--- src/rtl/ssc_defs.vh ---
`ifndef SSC_DEFS_VH
`define SSC_DEFS_VH

// Clock period of i_clock in ns (10 MHz)
`define SSC_CLK_PERIOD_NS 100
// Conversion time for all channels, in ns
`define SSC_T_CONV_NS 4000
// Conversion time in clock cycles, rounded down, never below one
`define SSC_CONV_CYCLES ((`SSC_T_CONV_NS / `SSC_CLK_PERIOD_NS) < 1 ? 1 : \
	(`SSC_T_CONV_NS / `SSC_CLK_PERIOD_NS))
// Span settling time after a span change, in ns (host obligation)
`define SSC_T_SPAN_SETTLE_NS 80000

// Channel count and result width
`define SSC_NUM_CH 8
`define SSC_CODE_W 18
// Codes per full scale range: one LSB is FSR over this figure
`define SSC_CODES_PER_FSR 262144

// Controller states
`define SSC_ST_IDLE 1'h0
`define SSC_ST_CONV 1'h1

// Reset values
`define SSC_RST_BUSY 1'h0
`define SSC_RST_SPAN 1'h0
`define SSC_RST_REF 1'h0

`endif

--- src/rtl/ssc_conv_ctrl.v ---
// Summary of operation
// - span input high wide, low narrow
// - sample_start rise holds all channels together
// - busy rises on sample_start rising edge
// - internal clocking, full conversion four microseconds; longer while a full buffer stalls the channel steps
// - busy falls after all eight channels
// - busy fall returns channels to track
// - new o_result set after busy, old during; o_data streams each channel's new result as its step ends
// - results coded twos complement
// - one LSB is FSR over 262144
// - reference select high enables internal reference
// - reference mode taken from select once, on the first edge after reset, then held
`timescale 1ns/1ps
`include "ssc_defs.vh"

module ssc_conv_ctrl #(
	parameter NUM_CH = `SSC_NUM_CH,
	parameter CODE_W = `SSC_CODE_W,
	parameter CH_W   = 3
) (
	input  wire                     i_clock,
	input  wire                     i_resetn,
	input  wire                     i_sample_start,
	input  wire                     i_span_wide,
	input  wire                     i_ref_internal_sel,
	input  wire [NUM_CH*CODE_W-1:0] i_core_code,
	input  wire                     i_data_ready,
	output wire                     o_busy,
	output wire [NUM_CH-1:0]        o_hold,
	output wire                     o_span_wide,
	output wire                     o_ref_internal_en,
	output wire [NUM_CH*CODE_W-1:0] o_result,
	output wire                     o_data_valid,
	output wire [CH_W-1:0]          o_data_channel,
	output wire [CODE_W-1:0]        o_data
);

	// Full-width figures first, then cut on purpose to the counter widths
	localparam integer CONV_CYC_I = `SSC_CONV_CYCLES;  // Whole conversion, full width
	localparam [7:0]   CONV_CYC   = CONV_CYC_I[7:0];   // Whole conversion
	localparam integer CH_CYC_I   = CONV_CYC / NUM_CH; // One channel step, full width
	localparam [7:0]   CH_CYC     = CH_CYC_I[7:0];     // One channel step
	localparam [7:0]   CH_CYC_M1  = CH_CYC - 8'h01;    // Last cycle of a step
	localparam integer LAST_CH_I  = NUM_CH - 1;        // Final channel, full width
	localparam [CH_W-1:0] LAST_CH = LAST_CH_I[CH_W-1:0]; // Final channel index
	localparam BUF_W = CH_W + CODE_W;               // Buffer entry width

	reg                     state_q;          // Controller state
	reg                     state_d;          // Next state
	reg                     start_prev_q;     // Last sample_start level
	reg                     busy_q;           // Busy flag
	reg  [NUM_CH-1:0]       hold_q;           // Track-and-hold control
	reg  [7:0]              step_cnt_q;       // Cycles within a channel step
	reg  [CH_W-1:0]         ch_idx_q;         // Channel being converted
	reg                     span_wide_q;      // Applied input span
	reg                     ref_int_q;        // Internal reference enable
	reg                     cfg_load_q;       // Set during reset, loads config
	reg  [NUM_CH*CODE_W-1:0] sampled_q;      // Held codes at sampling instant
	reg  [NUM_CH*CODE_W-1:0] work_q;         // Results of conversion in flight
	reg  [NUM_CH*CODE_W-1:0] result_q;       // Output register for the host

	// Two-entry output buffer
	reg  [BUF_W-1:0]        buf_mem_q [0:1];  // Storage
	reg                     buf_wr_ptr_q;     // Write slot
	reg                     buf_rd_ptr_q;     // Read slot
	reg  [1:0]              buf_cnt_q;        // Entries held

	wire                    start_rise;       // Qualified sampling edge
	wire                    step_done;        // Channel step ends this cycle
	wire                    buf_full;         // No free slot
	wire                    buf_push;         // Entry written
	wire                    buf_pop;          // Entry taken by receiver
	wire                    conv_last;        // Final channel finishes
	wire [CODE_W-1:0]       cur_code;         // Offset code of current channel
	wire [CODE_W-1:0]       cur_twos;         // Twos complement of it

	// Edge seen only while idle, so a running conversion is never restarted
	assign start_rise = i_sample_start & ~start_prev_q & ~busy_q;

	// A full buffer freezes the step counter, so a stalled receiver loses nothing
	assign buf_full  = (buf_cnt_q == 2'h2);
	assign step_done = (state_q == `SSC_ST_CONV) && (step_cnt_q == CH_CYC_M1) && ~buf_full;
	assign buf_push  = step_done;
	assign buf_pop   = (buf_cnt_q != 2'h0) & i_data_ready;
	assign conv_last = step_done && (ch_idx_q == LAST_CH);

	// Core delivers offset binary over 2^CODE_W codes of FSR; MSB flip gives
	// twos complement with the same half-LSB transition points
	assign cur_code = sampled_q[ch_idx_q*CODE_W +: CODE_W];
	assign cur_twos = {~cur_code[CODE_W-1], cur_code[CODE_W-2:0]};

	// Sampling edge detector
	always @(posedge i_clock) begin
		if (!i_resetn) begin
			start_prev_q <= 1'h0;
		end else begin
			start_prev_q <= i_sample_start;
		end
	end

	// Next-state logic
	always @* begin
		state_d = state_q;
		case (state_q)
			`SSC_ST_IDLE: begin
				if (start_rise) begin
					state_d = `SSC_ST_CONV;
				end
			end
			`SSC_ST_CONV: begin
				if (conv_last) begin
					state_d = `SSC_ST_IDLE;
				end
			end
			default: begin
				state_d = `SSC_ST_IDLE;
			end
		endcase
	end

	// Control sequencer: busy, hold and channel stepping
	always @(posedge i_clock) begin
		if (!i_resetn) begin
			state_q    <= `SSC_ST_IDLE;
			busy_q     <= `SSC_RST_BUSY;
			hold_q     <= {NUM_CH{1'h0}};
			step_cnt_q <= 8'h00;
			ch_idx_q   <= {CH_W{1'h0}};
		end else begin
			state_q <= state_d;
			if (start_rise) begin
				// All channels into hold on the same edge
				hold_q     <= {NUM_CH{1'h1}};
				busy_q     <= 1'h1;
				step_cnt_q <= 8'h00;
				ch_idx_q   <= {CH_W{1'h0}};
			end else if (conv_last) begin
				// Busy falls and tracking resumes together
				busy_q <= 1'h0;
				hold_q <= {NUM_CH{1'h0}};
			end else if (step_done) begin
				step_cnt_q <= 8'h00;
				ch_idx_q   <= ch_idx_q + {{(CH_W-1){1'h0}}, 1'h1};
			end else if (state_q == `SSC_ST_CONV && step_cnt_q != CH_CYC_M1) begin
				// Internal conversion clock: step length totals CONV_CYC
				step_cnt_q <= step_cnt_q + 8'h01;
			end
		end
	end

	// Per channel: sample capture, result accumulation and output copy
	genvar g;
	generate
		for (g = 0; g < NUM_CH; g = g + 1) begin : g_ch
			always @(posedge i_clock) begin
				if (!i_resetn) begin
					sampled_q[g*CODE_W +: CODE_W] <= {CODE_W{1'h0}};
					work_q[g*CODE_W +: CODE_W]    <= {CODE_W{1'h0}};
					result_q[g*CODE_W +: CODE_W]  <= {CODE_W{1'h0}};
				end else begin
					// Value frozen at the hold instant
					if (start_rise) begin
						sampled_q[g*CODE_W +: CODE_W] <= i_core_code[g*CODE_W +: CODE_W];
					end
					if (step_done && ch_idx_q == g) begin
						work_q[g*CODE_W +: CODE_W] <= cur_twos;
					end
					// Previous set stays readable until busy falls
					if (conv_last) begin
						result_q[g*CODE_W +: CODE_W] <= (g == NUM_CH - 1) ? cur_twos :
							work_q[g*CODE_W +: CODE_W];
					end
				end
			end
		end
	endgenerate

	// Span follows its input one cycle later; reference mode is taken after reset
	always @(posedge i_clock) begin
		if (!i_resetn) begin
			span_wide_q <= `SSC_RST_SPAN;
			ref_int_q   <= `SSC_RST_REF;
			cfg_load_q  <= 1'h1;
		end else begin
			span_wide_q <= i_span_wide;
			cfg_load_q  <= 1'h0;
			// Caught on the first edge after release, not by the reset itself
			if (cfg_load_q) begin
				ref_int_q <= i_ref_internal_sel;
			end
		end
	end

	// Two-entry buffer in the result stream
	always @(posedge i_clock) begin
		if (!i_resetn) begin
			buf_wr_ptr_q <= 1'h0;
			buf_rd_ptr_q <= 1'h0;
			buf_cnt_q    <= 2'h0;
			buf_mem_q[0] <= {BUF_W{1'h0}};
			buf_mem_q[1] <= {BUF_W{1'h0}};
		end else begin
			if (buf_push) begin
				buf_mem_q[buf_wr_ptr_q] <= {ch_idx_q, cur_twos};
				buf_wr_ptr_q            <= ~buf_wr_ptr_q;
			end
			if (buf_pop) begin
				buf_rd_ptr_q <= ~buf_rd_ptr_q;
			end
			// Count tracks push and pop in the same cycle
			case ({buf_push, buf_pop})
				2'h2:    buf_cnt_q <= buf_cnt_q + 2'h1;
				2'h1:    buf_cnt_q <= buf_cnt_q - 2'h1;
				default: buf_cnt_q <= buf_cnt_q;
			endcase
		end
	end

	// Output drive
	assign o_busy            = busy_q;
	assign o_hold            = hold_q;
	assign o_span_wide       = span_wide_q;
	assign o_ref_internal_en = ref_int_q;
	assign o_result          = result_q;
	assign o_data_valid      = (buf_cnt_q != 2'h0);
	assign o_data_channel    = buf_mem_q[buf_rd_ptr_q][BUF_W-1:CODE_W];
	assign o_data            = buf_mem_q[buf_rd_ptr_q][CODE_W-1:0];

endmodule

--- config.mk ---
export PLATFORM = sky130hd
export DESIGN_NAME = ssc_conv_ctrl
export DESIGN_NICKNAME = d
export VERILOG_FILES = /design/src/rtl/ssc_conv_ctrl.v
export VERILOG_INCLUDE_DIRS = /design/src /design/src/rtl
export SDC_FILE = /design/constraint.sdc
export NUM_CORES = 1
export LEC_CHECK = 0
export BUFFER_PORTS_ARGS = -buffer_cell sky130_fd_sc_hd__buf_2
export CAP_MARGIN = 15
export CORE_UTILIZATION = 40
export DETAILED_ROUTE_END_ITERATION = 6
export GPL_TIMING_DRIVEN = 0
export SYNTH_ARGS = -nofsm -noshare
export SYNTH_HDL_FRONTEND = slang
export SYNTH_SLANG_ARGS = --single-unit
--- constraint.sdc ---
create_clock -name i_clock -period 3.4 [get_ports i_clock]
set_clock_uncertainty 0.1 [all_clocks]
set_input_delay 0.34 -clock i_clock [delete_from_list [all_inputs] [get_ports i_clock]]
set_output_delay 0.34 -clock i_clock [all_outputs]
set_load 0.01 [all_outputs]
==> metrics <==
outcome complete, no violations; Max stage delay on crit path 430 ps; CTS max path bufs 3; die width 211.6 um; Max FO, Critical Path 19; routed len/inst 20.05 um; slowest CP cell clkbuf_1; DR vias 15.24k; max-cap violations 0; xor/xnor share of the synthesized area 0.3488%; Detail Placement HPWL 42310 um; final setup TNS 0 ps; largest net degree at the start of global routing 22; Pwr Density 536.4 mW/mm^2; GRT met2 Usage 42.72%; ant diodes 0; Placed Instances 2695; top cell type's share of synthesized area 49.65%; die footprint 0.04479 mm^2; gr ovfl total 0; Syn Area/Cell 9.859 um^2; largest family of logic cells by synthesized area compound AO/OA/AOI/OAI gates; CP arrival 3540 ps; DP Area 0.01997 mm^2; Leak 9.157 nW; Syn Std Cell Area 0.01758 mm^2; Simple-Gate Fraction of Synth Area 14.51%; syn_nets 1942; port bufs 326; DRC Markers 0; Syn-to-layout area delta 31.65%; share of cells above drive strength 1 22.63%; vias in the first global route 14.77k; placer congestion estimate 0.9025; Worst R2R Start ch_idx_q[0]; RSZ-0062 raised after global routing false; ordered cell list for the critical path clkbuf_4, buf_2, inv_1, ha_1, and4b_1, and4_1, clkbuf_1, clkbuf_1, nand2_1, a21oi_1; Syn Inst Count 1783; routed wire length 58690 um; register bit total from synthesis 478; # setup viols final 0; ANT nets after route 0; I/O pin count 327; most frequent cell after synthesis nand2_1; Clock Sink Count 478; total core area 0.04317 mm^2; Compound-Gate Fraction of Synth Area 15.46%; die height 211.6 um; GRT Util Overall 25.79%; Finished Core Util 53.61%; CP startpoint ch_idx_q[0]; design area 0.02314 mm^2; main area contributors after synthesis dfxtp_1, nand2_1, a21oi_1; Vias/cell 5.206; Final Hold Vio Count 0; initial cell density of the core 40.72%; Initial DRC Count 1075; Unique masters post-synth 50; crit start category flop; post-synthesis mux area share 8.243%; Peak VDD IR 0.3573 mV; H-tree level count 2; Synth area leader dfxtp_1; final-stage net count 2465; worst slew pin tran 922.8 ps; EDFF count, synth 42; Synth async-reset ratio 0%; Pre-antenna DRT Iters 6; HP Start i_core_code[128]; Synth top cells by count nand2_1, dfxtp_1, a21oi_1; Fill cells 3878; Crit path required time 3800 ps; Hold WC Path Type in -> reg; first-pass GRT wire length 86990 um; met1 usage 34.21%; non-filler cells in the finished layout 2927; Post-synth top flop dfxtp_1; CP most frequent cell clkbuf_1; Period Utilization, post-route 92.51%; nature of the critical path endpoint flop; Slew Viols, Final 0; Slew headroom 38.48%; synth warn 0; clock-pin slew of the registers on the worst-case setup and hold paths 60 ps; Max Clk Rate 0.3179 GHz; Num CTS Buffers 50; min Tclk post-route 3145 ps; GR Layer Usage met3 3.857%; area share of fa/ha/maj cells after synthesis 0.6406%; CTS tree yes; critical path class reg -> reg; GRT Max-Usage Layer met2; post-synthesis sequential area ratio 56.83%; initial antenna violation count 0; Worst-Skew Late Latency 580 ps; site row count 76; clock root cell clkbuf_16
[where the power goes]
group	leakage [nW]	internal (mW)	total, mW	switching, mW
combinational	4.34	0.355	0.898	0.543
clock	0.848	3.41	5.64	2.23
sequential	3.96	5.81	5.88	0.0685
total	9.16	9.57	12.4	2.85
[metal layers]
| layer | vias up | part of all wire [%] | wire [um] |
|---|---|---|---|
| met2 | 574 | 48 | 27930 |
| met5 | - | 0 | 0 |
| met1 | 7326 | 43 | 25310 |
| met4 | 0 | 3.1 | 1818 |
| met3 | 108 | 6.2 | 3625 |
| li1 | 7230 | - | - |
[final cells by class]
class                           count  area (um^2)  share of cell area [%]
Multi-Input combinational cell   1149         6897                   29.80
Timing Repair Buffer              473         3120                   13.48
Tap cell                          585        732.0                   3.163
Sequential cell                   478         9990                   43.17
Clock buffer                       75         1536                   6.639
Buffer                            146        664.4                   2.871
Clock inverter                     13        172.7                  0.7461
Inverter                            8        30.03                  0.1298
[state kept, by name (all words and copies together) (netlist names), named ones only]
| register | flops |
|---|---|
| buf_cnt_q | 2 |
| sampled_q | 144 |
| o_hold | 1 |
| state_q | 1 |
| ch_idx_q | 3 |
| o_ref_internal_en | 1 |
| work_q | 126 |
| cfg_load_q | 1 |
| buf_mem_q | 42 |
| o_result | 144 |
| start_prev_q | 1 |
| step_cnt_q | 8 |
| buf_rd_ptr_q | 1 |
| buf_wr_ptr_q | 1 |
| o_span_wide | 1 |
[worst max-delay path: cells and delay by family, from the launching register on]
kind,cells,cell delay (ps)
buffers and inverters,5,1660
AND/OR/NAND/NOR,3,520
flip-flops,1,340
adder cells (fa/ha/maj),1,220
AO/OA/AOI/OAI,1,210
[worst paths after layout]
check                                      end  slack, ps  cells past startpoint
worst max-delay path                work_q[15]        250                     10
worst min-delay path            sampled_q[128]         10                      3
worst max register to register      work_q[15]        250                     10
worst min register to register     work_q[108]        350                      2
[stage by stage]
| stage | setup slack, ps | hold slack (ps) | total power, mW |
|---|---|---|---|
| 6_report | 254.5 | 9.627 | 12.41 |
| 3_5_place_dp | -264.6 | 342.0 | 6.750 |
| 2_1_floorplan | 564.4 | 331.5 | 6.375 |
| 3_3_place_gp | -236.1 | 338.3 | 6.729 |
| 5_1_grt | 35.39 | 32.96 | 12.79 |
| 4_1_cts | 147.9 | 2.028 | 12.48 |
[logic make-up (layout without fill, tap and decap cells)]
kind of cell,Yosys count,in the layout
compound gates,428,428
xor+xnor,7,7
fa+ha+maj,9,9
buf+inv,156,715
flops,478,478
mux,97,97
simple gates,608,608
[layout by cell type (no fill, tap or decap), types with 3 or more instances in the layout]
| cell type | netlist | routed |
|---|---|---|
| a22o_1 | 128 | 128 |
| o21ai_0 | 21 | 20 |
| or4_1 | 3 | 3 |
| a21oi_1 | 253 | 253 |
| nor4_4 | 5 | 5 |
| mux4_2 | 36 | 36 |
| clkinv_2 | 0 | 6 |
| xnor2_1 | 3 | 3 |
| mux2_2 | 22 | 22 |
| buf_4 | 9 | 9 |
| nand4_1 | 12 | 12 |
| nand2_1 | 474 | 473 |
| clkbuf_1 | 91 | 96 |
| dfxtp_1 | 436 | 436 |
| nor2b_1 | 4 | 4 |
| clkbuf_16 | 0 | 51 |
| buf_1 | 10 | 9 |
| mux2i_1 | 39 | 39 |
| clkbuf_8 | 0 | 17 |
| nand3_1 | 11 | 11 |
| inv_1 | 7 | 7 |
| ha_1 | 9 | 9 |
| o2bb2ai_1 | 17 | 17 |
| dlygate4sd3_1 | 0 | 146 |
| buf_2 | 33 | 359 |
| nor2_1 | 68 | 68 |
| bufinv_16 | 0 | 4 |
| xor2_1 | 4 | 4 |
| edfxtp_1 | 42 | 42 |
| and2_1 | 4 | 4 |
| or3_1 | 5 | 5 |
| nand2b_1 | 4 | 4 |
| buf_6 | 5 | 5 |
[repair_timing]
item,CTS,global route
hold endpoints to repair,146,0
buffers inserted,0,0
hold buffers,146,0
pin swaps,0,0
resized for setup,1,2
setup endpoints to repair,21,8
No activity file was read; power rests on OpenSTA's default activity.
